`src/common/smi_routing_pkg.sv`:
```
// package for the management-interrupt source routing block
// assumes an 8-bit register port with byte-wide register indices
`default_nettype none
package smi_routing_pkg;
	// register indices
	localparam logic [7:0] OFS_ENABLE_ONE = 8'hb4;
	localparam logic [7:0] OFS_ENABLE_TWO = 8'hb5;
	localparam logic [7:0] OFS_STATUS_ONE = 8'hb6;
	localparam logic [7:0] OFS_STATUS_TWO = 8'hb7;
	localparam logic [7:0] OFS_KBD_RST_GATE = 8'hf0;
	localparam logic [7:0] OFS_EVT_STATUS = 8'hc8;
	localparam logic [7:0] OFS_EVT_ENABLE = 8'hc9;
	localparam logic [7:0] OFS_EVT_CLEAR = 8'hca;
	// reset values
	localparam logic [7:0] RST_ENABLE_ONE = 8'h00;
	localparam logic [7:0] RST_ENABLE_TWO = 8'h00;
	localparam logic [7:0] RST_KBD_RST_GATE = 8'h00;
	localparam logic [7:0] RST_EVT_ENABLE = 8'h00;
	// implemented bits of the first enable and status register
	localparam logic [7:0] MASK_ONE = 8'h9e;
	// implemented gate bits of the second enable register
	localparam logic [7:0] MASK_TWO = 8'h17;
	// writable bits of the second enable register (gates plus frame enable)
	localparam logic [7:0] MASK_TWO_WR = 8'h57;
	// writable bits of the keyboard reset/gate select (polarity and port 92 select)
	localparam logic [7:0] MASK_KBD_SEL = 8'h84;
	// field positions, register one
	localparam int BIT_PARPORT = 1;
	localparam int BIT_UART_B = 2;
	localparam int BIT_UART_A = 3;
	localparam int BIT_FLOPPY = 4;
	localparam int BIT_WATCHDOG = 7;
	// field positions, register two
	localparam int BIT_MOUSE = 0;
	localparam int BIT_KEYBOARD = 1;
	localparam int BIT_INFRARED = 2;
	localparam int BIT_PORTBIT = 4;
	localparam int BIT_FRAME_EN = 6;
	// field position, keyboard reset/gate select
	localparam int BIT_PORTBIT_POL = 7;
	// event bits of the interrupt status register
	localparam int EVT_GROUP_RISE = 0;
	localparam int EVT_INFRARED = 1;
	localparam int EVT_W = 2;

	// raw sources entering the block, all active high except the port bit
	typedef struct packed {
		logic parport;
		logic uart_b;
		logic uart_a;
		logic floppy;
		logic watchdog;
		logic mouse;
		logic keyboard;
		logic kbc_port1_bit2;
	} smi_src_s;

	// register port request
	typedef struct packed {
		logic [7:0] addr;
		logic [7:0] wdata;
		logic wr;
		logic rd;
	} reg_req_s;
endpackage : smi_routing_pkg
`default_nettype wire

```
`src/verilog/smi_reg_word.sv`:
```
// one byte-wide control register with write mask and reset value
// assumes a synchronous active-high reset and a one-cycle write strobe
`timescale 1ns/10ps
`default_nettype none
module smi_reg_word #(
	parameter logic [7:0] RESET_VAL = 8'h00,
	parameter logic [7:0] WR_MASK = 8'hff
) (
	input wire logic i_clk_sys,
	input wire logic i_srst,
	input wire logic i_we,
	input wire logic [7:0] i_wdata,
	output logic [7:0] o_q
);
	logic [7:0] q_ff;
	wire [7:0] nxt_q = i_we ? (i_wdata & WR_MASK) : q_ff;

	// reserved bits never store, so they read back as zero
	always_ff @(posedge i_clk_sys) begin
		if (i_srst) begin
			q_ff <= RESET_VAL & WR_MASK;
		end else begin
			q_ff <= nxt_q;
		end
	end

	assign o_q = q_ff;
endmodule : smi_reg_word
`default_nettype wire

```
`src/verilog/smi_source_routing.sv`:
```
// management-interrupt source routing: enables, status, group output
// assumes sources synchronous to i_clk_sys; register port with one-cycle strobes
// read data stand one cycle after the read strobe; the event interrupt leaves on o_irq
//
// Implementation choice: the plain strobed port.
`timescale 1ns/10ps
`default_nettype none

// What this block does
// - each implemented bit of the first enable register passes its source when 1 and blocks it when 0.
// - first enable bits 1,2,3,4,7 gate parallel port, second uart, first uart, floppy, watchdog; 0,5,6 reserved.
// - the second enable register gates its sources onto the same group output with 1 enable, 0 disable.
// - second enable bits 0,1,2,4 gate mouse, keyboard, infrared activity and the port bit; 3, 5 and 7 reserved.
// - the port-bit routing enable at 0 keeps the port bit off the group output and at 1 routes it.
// - bit 6 of the second enable places the group state into the serial-irq management frame.
// - bit 7 of the keyboard reset/gate select sets port-bit polarity, 0 active low by default, 1 active high.
// - the first status register shows the raw sources at bits 1,2,3,4,7 and they clear only at source.
// - infrared status sets on any receive-line transition and clears on a read of the second status register.
module smi_source_routing
	import smi_routing_pkg::*;
(
	input wire logic i_clk_sys,
	input wire logic i_srst,
	// register port
	input wire logic [7:0] i_reg_addr,
	input wire logic [7:0] i_reg_wdata,
	input wire logic i_reg_wr,
	input wire logic i_reg_rd,
	output logic [7:0] o_reg_rdata,
	// raw sources
	input wire logic i_parport_irq,
	input wire logic i_uart_b_irq,
	input wire logic i_uart_a_irq,
	input wire logic i_floppy_irq,
	input wire logic i_watchdog_irq,
	input wire logic i_mouse_irq,
	input wire logic i_keyboard_irq,
	input wire logic i_kbc_port1_bit2,
	input wire logic i_ir_rx,
	// outputs
	output logic o_group_mgmt_irq_n,
	output logic o_serirq_mgmt_frame,
	output logic o_kbc_port1_bit2_active_high,
	output logic o_irq
);
	// carriers for the raw sources and the register request
	smi_src_s src;
	reg_req_s req;

	// register images
	logic [7:0] en_one;
	logic [7:0] en_two;
	logic [7:0] kbd_sel;
	logic [7:0] rdata_ff;

	// infrared edge detector and its sticky status
	logic ir_prev_ff;
	logic ir_seen_ff;
	logic infrared_src_status_ff;

	// group line and serial frame level
	logic group_n_ff;
	logic frame_ff;

	// event status and enable behind the interrupt output
	logic [EVT_W-1:0] evt_status_ff;
	logic [EVT_W-1:0] evt_enable_ff;

	// bundle the ports so decoding reads plainly
	assign src = '{
		parport: i_parport_irq,
		uart_b: i_uart_b_irq,
		uart_a: i_uart_a_irq,
		floppy: i_floppy_irq,
		watchdog: i_watchdog_irq,
		mouse: i_mouse_irq,
		keyboard: i_keyboard_irq,
		kbc_port1_bit2: i_kbc_port1_bit2
	};
	// register port request
	assign req = '{
		addr: i_reg_addr,
		wdata: i_reg_wdata,
		wr: i_reg_wr,
		rd: i_reg_rd
	};

	// decode helper used for every strobe
	function automatic logic hit(input reg_req_s r, input logic [7:0] ofs, input logic strobe);
		hit = strobe && (r.addr == ofs);
	endfunction : hit

	// gate a status byte with its enable byte; reserved positions never pass
	function automatic logic [7:0] gate_bits(input logic [7:0] status, input logic [7:0] enable,
		input logic [7:0] mask);
		gate_bits = status & enable & mask;
	endfunction : gate_bits

	// widen an event vector to a register byte, upper bits read zero
	function automatic logic [7:0] evt_byte(input logic [EVT_W-1:0] v);
		evt_byte = {{(8-EVT_W){1'b0}}, v};
	endfunction : evt_byte

	wire wr_en_one = hit(req, OFS_ENABLE_ONE, req.wr);
	wire wr_en_two = hit(req, OFS_ENABLE_TWO, req.wr);
	wire wr_kbd_sel = hit(req, OFS_KBD_RST_GATE, req.wr);
	wire wr_evt_en = hit(req, OFS_EVT_ENABLE, req.wr);
	wire wr_evt_clr = hit(req, OFS_EVT_CLEAR, req.wr);
	wire rd_status_two = hit(req, OFS_STATUS_TWO, req.rd);

	smi_reg_word #(
		.RESET_VAL(RST_ENABLE_ONE),
		.WR_MASK(MASK_ONE)
	) u_enable_one (
		.i_clk_sys(i_clk_sys),
		.i_srst(i_srst),
		.i_we(wr_en_one),
		.i_wdata(req.wdata),
		.o_q(en_one)
	);

	smi_reg_word #(
		.RESET_VAL(RST_ENABLE_TWO),
		.WR_MASK(MASK_TWO_WR)
	) u_enable_two (
		.i_clk_sys(i_clk_sys),
		.i_srst(i_srst),
		.i_we(wr_en_two),
		.i_wdata(req.wdata),
		.o_q(en_two)
	);

	// only bits 7 and 2 are defined; port 92 bit is stored but unused here
	smi_reg_word #(
		.RESET_VAL(RST_KBD_RST_GATE),
		.WR_MASK(MASK_KBD_SEL)
	) u_kbd_sel (
		.i_clk_sys(i_clk_sys),
		.i_srst(i_srst),
		.i_we(wr_kbd_sel),
		.i_wdata(req.wdata),
		.o_q(kbd_sel)
	);

	wire portbit_pol_high = kbd_sel[BIT_PORTBIT_POL];
	wire portbit_active = portbit_pol_high ? src.kbc_port1_bit2 : ~src.kbc_port1_bit2;
	assign o_kbc_port1_bit2_active_high = portbit_pol_high;

	// named gate bits of the first enable
	wire parport_src_enable = en_one[BIT_PARPORT];
	wire uart_b_src_enable = en_one[BIT_UART_B];
	wire uart_a_src_enable = en_one[BIT_UART_A];
	wire floppy_src_enable = en_one[BIT_FLOPPY];
	wire watchdog_src_enable = en_one[BIT_WATCHDOG];

	// named gate bits of the second enable
	wire mouse_src_enable = en_two[BIT_MOUSE];
	wire keyboard_src_enable = en_two[BIT_KEYBOARD];
	wire infrared_src_enable = en_two[BIT_INFRARED];
	// port-bit routing enable; at 0 the port bit never reaches the group line
	wire kbc_portbit_route_enable = en_two[BIT_PORTBIT];
	// frame enable; stored with the gates but never gates a source itself
	wire serirq_mgmt_frame_enable = en_two[BIT_FRAME_EN];

	// raw first-status bits; nothing is stored, so each clears only at its source
	wire parport_src_status = src.parport;
	wire uart_b_src_status = src.uart_b;
	wire uart_a_src_status = src.uart_a;
	wire floppy_src_status = src.floppy;
	wire watchdog_src_status = src.watchdog;

	// first status byte, reserved positions stay zero
	logic [7:0] status_one;
	always_comb begin
		status_one = 8'h00;
		status_one[BIT_PARPORT] = parport_src_status;
		status_one[BIT_UART_B] = uart_b_src_status;
		status_one[BIT_UART_A] = uart_a_src_status;
		status_one[BIT_FLOPPY] = floppy_src_status;
		status_one[BIT_WATCHDOG] = watchdog_src_status;
	end

	// second status byte; the infrared bit is the only latched one
	logic [7:0] status_two;
	always_comb begin
		status_two = 8'h00;
		status_two[BIT_MOUSE] = src.mouse;
		status_two[BIT_KEYBOARD] = src.keyboard;
		status_two[BIT_INFRARED] = infrared_src_status_ff;
		status_two[BIT_PORTBIT] = portbit_active;
	end

	// gate bytes rebuilt from the named enables, each position set by its constant
	logic [7:0] gate_one;
	always_comb begin
		gate_one = 8'h00;
		gate_one[BIT_PARPORT] = parport_src_enable;
		gate_one[BIT_UART_B] = uart_b_src_enable;
		gate_one[BIT_UART_A] = uart_a_src_enable;
		gate_one[BIT_FLOPPY] = floppy_src_enable;
		gate_one[BIT_WATCHDOG] = watchdog_src_enable;
	end

	// the frame enable is left out here, it must never pull the group line
	logic [7:0] gate_two;
	always_comb begin
		gate_two = 8'h00;
		gate_two[BIT_MOUSE] = mouse_src_enable;
		gate_two[BIT_KEYBOARD] = keyboard_src_enable;
		gate_two[BIT_INFRARED] = infrared_src_enable;
		gate_two[BIT_PORTBIT] = kbc_portbit_route_enable;
	end

	// edge on the receive line; first cycle after reset is masked to avoid a false edge
	wire ir_edge = ir_seen_ff && (i_ir_rx != ir_prev_ff);

	// set wins over the read clear so an edge is never lost
	wire nxt_infrared = ir_edge ? 1'b1 : (rd_status_two ? 1'b0 : infrared_src_status_ff);

	// last level of the receive line
	always_ff @(posedge i_clk_sys) begin
		if (i_srst) begin
			ir_prev_ff <= 1'b0;
		end else begin
			ir_prev_ff <= i_ir_rx;
		end
	end

	// the detector stays blind until one level has been seen since reset
	always_ff @(posedge i_clk_sys) begin
		if (i_srst) begin
			ir_seen_ff <= 1'b0;
		end else begin
			ir_seen_ff <= 1'b1;
		end
	end

	always_ff @(posedge i_clk_sys) begin
		if (i_srst) begin
			infrared_src_status_ff <= 1'b0;
		end else begin
			infrared_src_status_ff <= nxt_infrared;
		end
	end

	// gate each status bit with its enable; reserved bits are masked
	wire [7:0] gated_one = gate_bits(status_one, gate_one, MASK_ONE);
	wire [7:0] gated_two = gate_bits(status_two, gate_two, MASK_TWO);
	wire any_one = |gated_one;
	wire any_two = |gated_two;
	// any enabled active source pulls the group line low
	wire nxt_group_n = ~(any_one | any_two);
	// frame carries the group state only when enabled; active high in the frame
	wire nxt_frame = serirq_mgmt_frame_enable & ~nxt_group_n;

	// registered so the pin never glitches while sources settle
	always_ff @(posedge i_clk_sys) begin
		if (i_srst) begin
			group_n_ff <= 1'b1;
		end else begin
			group_n_ff <= nxt_group_n;
		end
	end

	// frame level follows the group line in the same cycle
	always_ff @(posedge i_clk_sys) begin
		if (i_srst) begin
			frame_ff <= 1'b0;
		end else begin
			frame_ff <= nxt_frame;
		end
	end

	assign o_group_mgmt_irq_n = group_n_ff;
	assign o_serirq_mgmt_frame = frame_ff;

	// sticky events: group assertion and infrared edge
	wire group_fall = group_n_ff && !nxt_group_n;
	logic [EVT_W-1:0] evt_set;
	always_comb begin
		evt_set = '0;
		evt_set[EVT_GROUP_RISE] = group_fall;
		evt_set[EVT_INFRARED] = ir_edge;
	end
	wire [EVT_W-1:0] evt_clr = wr_evt_clr ? req.wdata[EVT_W-1:0] : '0;
	// set wins over a write-one clear in the same cycle
	wire [EVT_W-1:0] nxt_evt_status = evt_set | (evt_status_ff & ~evt_clr);
	wire [EVT_W-1:0] nxt_evt_enable = wr_evt_en ? req.wdata[EVT_W-1:0] : evt_enable_ff;

	// event status, cleared only by writing ones to the clear register
	always_ff @(posedge i_clk_sys) begin
		if (i_srst) begin
			evt_status_ff <= '0;
		end else begin
			evt_status_ff <= nxt_evt_status;
		end
	end

	// event enable, plain read/write
	always_ff @(posedge i_clk_sys) begin
		if (i_srst) begin
			evt_enable_ff <= RST_EVT_ENABLE[EVT_W-1:0];
		end else begin
			evt_enable_ff <= nxt_evt_enable;
		end
	end

	assign o_irq = |(evt_status_ff & evt_enable_ff);

	// read mux; unmapped indices read zero, clear register is write-only
	logic [7:0] rd_mux;
	always_comb begin
		rd_mux = 8'h00;
		unique case (req.addr)
			OFS_ENABLE_ONE: rd_mux = en_one;
			OFS_ENABLE_TWO: rd_mux = en_two;
			OFS_STATUS_ONE: rd_mux = status_one;
			OFS_STATUS_TWO: rd_mux = status_two;
			OFS_KBD_RST_GATE: rd_mux = kbd_sel;
			OFS_EVT_STATUS: rd_mux = evt_byte(evt_status_ff);
			OFS_EVT_ENABLE: rd_mux = evt_byte(evt_enable_ff);
			default: rd_mux = 8'h00;
		endcase
	end

	// read data stand one cycle after the strobe and only there
	wire [7:0] nxt_rdata = req.rd ? rd_mux : 8'h00;

	always_ff @(posedge i_clk_sys) begin
		if (i_srst) begin
			rdata_ff <= 8'h00;
		end else begin
			rdata_ff <= nxt_rdata;
		end
	end

	assign o_reg_rdata = rdata_ff;
endmodule : smi_source_routing
`default_nettype wire

```
`config.mk`:
```
export PLATFORM = sky130hd
export DESIGN_NAME = smi_source_routing
export DESIGN_NICKNAME = d
export VERILOG_FILES = /design/src/common/smi_routing_pkg.sv /design/src/verilog/smi_reg_word.sv /design/src/verilog/smi_source_routing.sv
export SDC_FILE = /design/constraint.sdc
export NUM_CORES = 1
export LEC_CHECK = 0
export BUFFER_PORTS_ARGS = -buffer_cell sky130_fd_sc_hd__buf_2
export CAP_MARGIN = 10
export CORE_MARGIN = 2
export CORE_UTILIZATION = 44
export CTS_CLUSTER_DIAMETER = 150
export CTS_CLUSTER_SIZE = 8
export DETAILED_ROUTE_END_ITERATION = 10
export GPL_TIMING_DRIVEN = 1
export MAX_ROUTING_LAYER = met4
export PLACE_DENSITY_LB_ADDON = 0.08
export SLEW_MARGIN = 20
export SYNTH_ARGS = -nofsm -noshare
export SYNTH_HDL_FRONTEND = slang
export SYNTH_SLANG_ARGS = --single-unit
```
`constraint.sdc`:
```
create_clock -name i_clk_sys -period 1.4 [get_ports i_clk_sys]
set_input_delay 0.21 -clock i_clk_sys [delete_from_list [all_inputs] [get_ports i_clk_sys]]
set_output_delay 0.21 -clock i_clk_sys [all_outputs]
set_load 0.02 [all_outputs]
```
==> flow_metrics.tcl, run 1 <==
set metrics [dict create \
    wl_um 2970 \
    core_um2 2760 \
    grt_pass1_vias 1074 \
    via_per_inst 5.47 \
    syn2layout_area_growth_pct 27.5 \
    ir_drop_v 0.000502 \
    grt_pass1_wl_um 4700 \
    synth.cell_area_um2 1280 \
    drtPass1Iterations 4 \
    cap_violations 0 \
    hold_viol_final 0 \
    cp.arrival_ns 1.51 \
    swShare_pct 23.8 \
    ys_seq_elements 28 \
    drive_gt1_share_pct 36.7 \
    dp_hpwl_um 2380 \
    place_ws_ns -0.0983 \
    ys.flop_type "dfxtp_1" \
    synth_xor_area_share_pct 1.37 \
    synth_compound_area_share_pct 9.68 \
    p_seq_share_pct 62.4 \
    final_common_cell "buf_2" \
    synthCells 129 \
    io_buffers 38 \
    rsz0062_at_grt "false" \
    postCtsSetupRepairBufs 0 \
    pin_count 41 \
    grt_max_degree 18 \
    combPwrFrac_pct 13.1 \
    cp_max_fo 4 \
    ant_nets 0 \
    timing.final.crit_share_pct 91.0 \
    synth.avg_cell_area_um2 9.92 \
    power.density_nw_per_um2 797 \
    drc 0 \
    die-area_um2 3360 \
    nets 211 \
    cts_root_buf "clkbuf_4" \
    synthAdderAreaFrac_pct 0 \
    power_leakage_nw 0.725 \
    cts_tree "yes" \
    synth_top_family_by_area "simple AND/OR/NAND/NOR gates" \
    grt_remaining_overflow 0 \
    synth.mux.area_fraction_pct 18.9 \
    cts.sinks 28 \
    p_int_mw 0.991 \
    die_h_um 57.9 \
    async_flop_share_pct 0 \
    synthSimpleGateAreaFrac_pct 23.2 \
    clock_path_buffers 2 \
    htreeDepth 1 \
    synth_edf_count 0 \
    antenna_cells 0 \
    hold_class "in2reg" \
    crit_required_ns 1.63 \
    antenna_found_initial 0 \
    avgRoutedWirePerCell_um 14.1 \
    initial_utilization_pct 46.4 \
    gp_congestion 0.763 \
    die_w_um 57.9 \
    dr_total_vias 1155 \
    switchingPower_mw 0.310 \
    status "finished clean" \
    fp-row-count 19 \
    clock_skew_ns 0.00781 \
    syn_nets 158 \
    numCtsBuffers 3 \
    clockPowerShare_pct 24.5 \
    post_cts_resized 0 \
    yosysWarnings 0 \
    setup_ws_ns 0.126 \
    drtIter0Drc 32 \
    track_usage_pct 19.2 \
    power.total_mw 1.30 \
    setup_viol 0 \
    start_kind "flip-flop" \
    min_period_ns 1.27 \
    place_area_um2 1610 \
    clk_latency_ns 0.32 \
    slew_violations 0 \
    crit_type "reg2reg" \
    clk_pin_slew_ns 0.14 \
    hold_buffers 0 \
    worstSetupEndpointType "flip-flop" \
    nFillCells 255 \
    ys_seq_area_share_pct 43.8 \
    fmax_mhz 785 \
    fin_area_um2 1630 \
    layout_common_cells "38 x buf_2, 28 x dfxtp_1, 17 x nor2_1" \
    synth.distinct_cells 35 \
]
-- cells by family (layout without fill, tap and decap cells) --
kind of cell / count (synthesis) / count (layout)
AOI/OAI and AO/OA: 17 / 17
other: 1 / 1
and+or+nand+nor: 53 / 53
muxes: 20 / 20
DFF: 28 / 28
xor gates and xnor gates: 2 / 2
buffers and inverters: 8 / 59
-- metal layers --
layer / share of wire, % / routed length (µm) / up-vias / GRT usage, %
li1: - / - / 572 / -
met1: 45 / 1330 / 539 / 23.7
met2: 49 / 1440 / 40 / 31.3
met3: 5.7 / 170 / 4 / 2.90
met4: 0.78 / 23 / 0 / 7.97
met5: 0 / 0 / - / -
-- synth_stat cells, drive strengths merged, types with 2 or more instances --
cell type / instances / area (µm²)
a21oi: 5 / 25.0
a22oi: 6 / 45.0
and2: 3 / 18.8
buf: 3 / 17.5
clkbuf: 3 / 11.3
dfxtp: 28 / 561
inv: 2 / 7.51
mux2: 3 / 33.8
mux2i: 14 / 140
mux4: 3 / 67.6
nand2: 10 / 37.5
nand2b: 2 / 12.5
nand3: 5 / 25.0
nor2: 17 / 63.8
nor2b: 2 / 12.5
nor3: 4 / 20.0
nor4: 3 / 40.0
o41ai: 2 / 17.5
-- final cells by class --
class,instances,area (µm²),area share [%]
clock buffer,3,22.5,1.38
sequential,28,561,34.4
timing repair buffer,54,310,19.0
tap,31,38.8,2.38
multi-input combinational,93,692,42.4
inverter,2,7.51,0.460
-- flip-flops by register name, indices dropped and copies added (netlist names), 2 cells and up --
register,cells
u_enable_one.o_q,5
evt_status_ff,2
o_reg_rdata,7
u_kbd_sel.o_q,2
evt_enable_ff,2
u_enable_two.o_q,5
-- critical path: stages (launching register included) --
cell and delay, ns:
dfxtp_1 0.41, xnor2_1 0.12, and2_1 0.17, o31a_1 0.28, a32o_1 0.21
-- stage by stage --
step / instances / hold slack [ns] / utilization (%) / setup TNS [ns]
after floorplan: 129 / 0.338 / - / 0
after CTS: 211 / 0.107 / 59.2 / 0
after global routing: 211 / 0.0977 / 59.2 / 0
after global placement: 208 / 0.438 / 58.3 / -0.642
final: 211 / 0.119 / 59.2 / 0
after detailed placement: 208 / 0.450 / 58.3 / -0.923
-- worst paths after layout --
| kind | end | cells past startpoint | slack, ns | startpoint |
|---|---|---|---|---|
| setup / recovery | evt_status_ff[0]$_SDFF_PP0_ | 4 | 0.13 | u_kbd_sel.o_q[7]$_SDFFE_PP0P_ |
| hold / removal | ir_seen_ff$_DFF_P_ | 2 | 0.12 | i_srst |
| setup reg to reg | evt_status_ff[0]$_SDFF_PP0_ | 4 | 0.13 | u_kbd_sel.o_q[7]$_SDFFE_PP0P_ |
| hold reg to reg | o_reg_rdata[6]$_SDFF_PP0_ | 2 | 0.46 | u_enable_two.o_q[6]$_SDFFE_PP0P_ |
-- power groups by stage --
stage / Sequential, mW / Clock (mW) / Combinational (mW)
4_1_cts: 0.812 / 0.344 / 0.170
3_5_place_dp: 0.829 / 0 / 0.170
3_3_place_gp: 0.829 / 0 / 0.166
6_report: 0.812 / 0.319 / 0.170
5_1_grt: 0.813 / 0.367 / 0.185
2_1_floorplan: 0.827 / 0 / 0.0721
Power figures use the tool's default switching activity.
==> run 2, diff against run 1 <==
--- a/config.mk
+++ b/config.mk
@@ -15,6 +15,7 @@
 export GPL_TIMING_DRIVEN = 1
 export MAX_ROUTING_LAYER = met4
 export PLACE_DENSITY_LB_ADDON = 0.08
+export SETUP_SLACK_MARGIN = 0.15
 export SLEW_MARGIN = 20
 export SYNTH_ARGS = -nofsm -noshare
 export SYNTH_HDL_FRONTEND = slang
==> flow_metrics.tcl, run 2 (synthesis gave the netlist of run 1 again) <==
set metrics [dict create \
    combPwrFrac_pct 13.0 \
    power.density_nw_per_um2 782 \
    start_kind "flip-flop" \
    setup.worst_path.end "evt_status_ff[0]$_SDFF_PP0_" \
    dr_total_vias 1120 \
    holdWs_ns 0.113 \
    fin_area_um2 1670 \
    cp_cell_sequence "xnor2_2, and2_1, o31a_1, a32o_1" \
    cap_violations 0 \
    dp_hpwl_um 2460 \
    die-area_um2 3360 \
    grt_remaining_overflow 0 \
    stdcell_count 211 \
    place_area_um2 1600 \
    switchingPower_mw 0.316 \
    fp-row-count 19 \
    cp.arrival_ns 1.49 \
    cpMaxStageDelayCell "dfxtp_2" \
    clk_pin_slew_ns 0.14 \
    htreeDepth 1 \
    avgRoutedWirePerCell_um 14.3 \
    slew_violations 0 \
    crit_type "reg2reg" \
    clockPowerShare_pct 24.9 \
    timing.final.crit_share_pct 89.7 \
    syn2layout_area_growth_pct 30.7 \
    grt_pass1_vias 1122 \
    worstReg2RegStart "u_kbd_sel.o_q[7]$_SDFFE_PP0P_" \
    p_seq_share_pct 62.1 \
    via_per_inst 5.31 \
    power_leakage_nw 0.742 \
    min_period_ns 1.26 \
    drtIter0Drc 34 \
    r2r-end "evt_status_ff[0]$_SDFF_PP0_" \
    initial_utilization_pct 46.4 \
    fmax_mhz 796 \
    die_h_um 57.9 \
    antenna_found_initial 0 \
    rrSetupSlack_ns 0.14 \
    largest_reg_flops 7 \
    drtPass1Iterations 4 \
    p_int_mw 0.992 \
    ir_drop_v 0.000446 \
    gp_congestion 0.782 \
    grt_max_degree 18 \
    drive_gt1_share_pct 41.1 \
    rr_worst_depth 4 \
    power.total_mw 1.31 \
    clk_latency_ns 0.32 \
    core_um2 2760 \
    grt_pass1_wl_um 4950 \
    hold_viol_final 0 \
    rsz0062_at_grt "true" \
    crit_required_ns 1.63 \
    worstSetupEndpointType "flip-flop" \
    die_w_um 57.9 \
    drc 0 \
    layout_common_cells "37 x buf_2, 23 x dfxtp_1, 17 x nor2_1" \
    cp_max_fo 3 \
    nets 211 \
    setup_tns_ns 0 \
    setup_viol 0 \
    antenna_cells 0 \
    swShare_pct 24.1 \
    wl_um 3030 \
    clock_path_buffers 2 \
    clock_skew_ns 0.00339 \
    cpPeakStageDelay_ns 0.36 \
    final_common_cell "buf_2" \
    cts.sinks 28 \
    status "finished clean" \
    cts_root_buf "clkbuf_4" \
    track_usage_pct 19.8 \
    numCtsBuffers 3 \
    io_buffers 38 \
    ant_nets 0 \
    dp_cells 205 \
    crit_start "u_kbd_sel.o_q[7]$_SDFFE_PP0P_" \
    hold_class "in2reg" \
    cts_tree "yes" \
    pin_count 41 \
]
run 2: worst min path at each step:
| stage | from | endpoint | slack [ns] | cells after the start |
|---|---|---|---|---|
| after floorplan | i_ir_rx | ir_prev_ff$_SDFF_PP0_ | 0.34 | 1 |
| after global placement | i_reg_wdata[3] | u_enable_one.o_q[3]$_SDFFE_PP0P_ | 0.44 | 3 |
| after detailed placement | u_enable_two.o_q[6]$_SDFFE_PP0P_ | o_reg_rdata[6]$_SDFF_PP0_ | 0.45 | 2 |
| after CTS | i_srst | ir_seen_ff$_DFF_P_ | 0.10 | 2 |
| after global routing | i_srst | ir_seen_ff$_DFF_P_ | 0.10 | 2 |
| final | i_srst | ir_seen_ff$_DFF_P_ | 0.11 | 2 |
run 2: routing by layer:
layer | wire length (µm) | share of wire (%) | global-route usage [%]
met1 | 1280 | 42 | 24.1
met2 | 1560 | 51 | 34.1
met3 | 173 | 5.7 | 2.68
met4 | 20 | 0.66 | 5.98
met5 | 0 | 0 | -
run 2: power by group through the flow:
stage                     clock, mW  combinational (mW)  sequential (mW)
after floorplan                   0              0.0726            0.827
after global placement            0               0.165            0.829
after detailed placement          0               0.168            0.829
after CTS                     0.340               0.170            0.812
after global routing          0.371               0.184            0.814
final                         0.326               0.169            0.812
run 2: metrics by stage:
stage	worst slack (ns)	utilization [%]
global placement	-0.0570	58.2
finish	0.144	60.7
detailed placement	-0.0760	58.2
CTS	0.135	60.4
global route	0.0953	60.7
floorplan	0.0363	-
run 2: area by class of cell:
type | instances | area (µm²)
repair buffers | 54 | 329
well taps | 31 | 38.8
inverters | 2 | 7.51
flip-flops and latches | 28 | 567
clock buffers | 3 | 22.5
multi-input cells | 93 | 708
fillers | 267 | 1080
run 2: worst max-delay path, delay by kind of cell (launching register included):
family           cells  cell delay, ns
flip-flops           1            0.36
AND/OR/NAND/NOR      1            0.14
AO/OA/AOI/OAI        2            0.55
XOR/XNOR             1            0.13
run 2: repair_timing:
action	4_1_cts	5_1_grt
buffers inserted	3	0
pin swaps	4	2
hold buffers	0	0
setup endpoints to repair	3	4
resized for setup	5	3
cloned	0	0
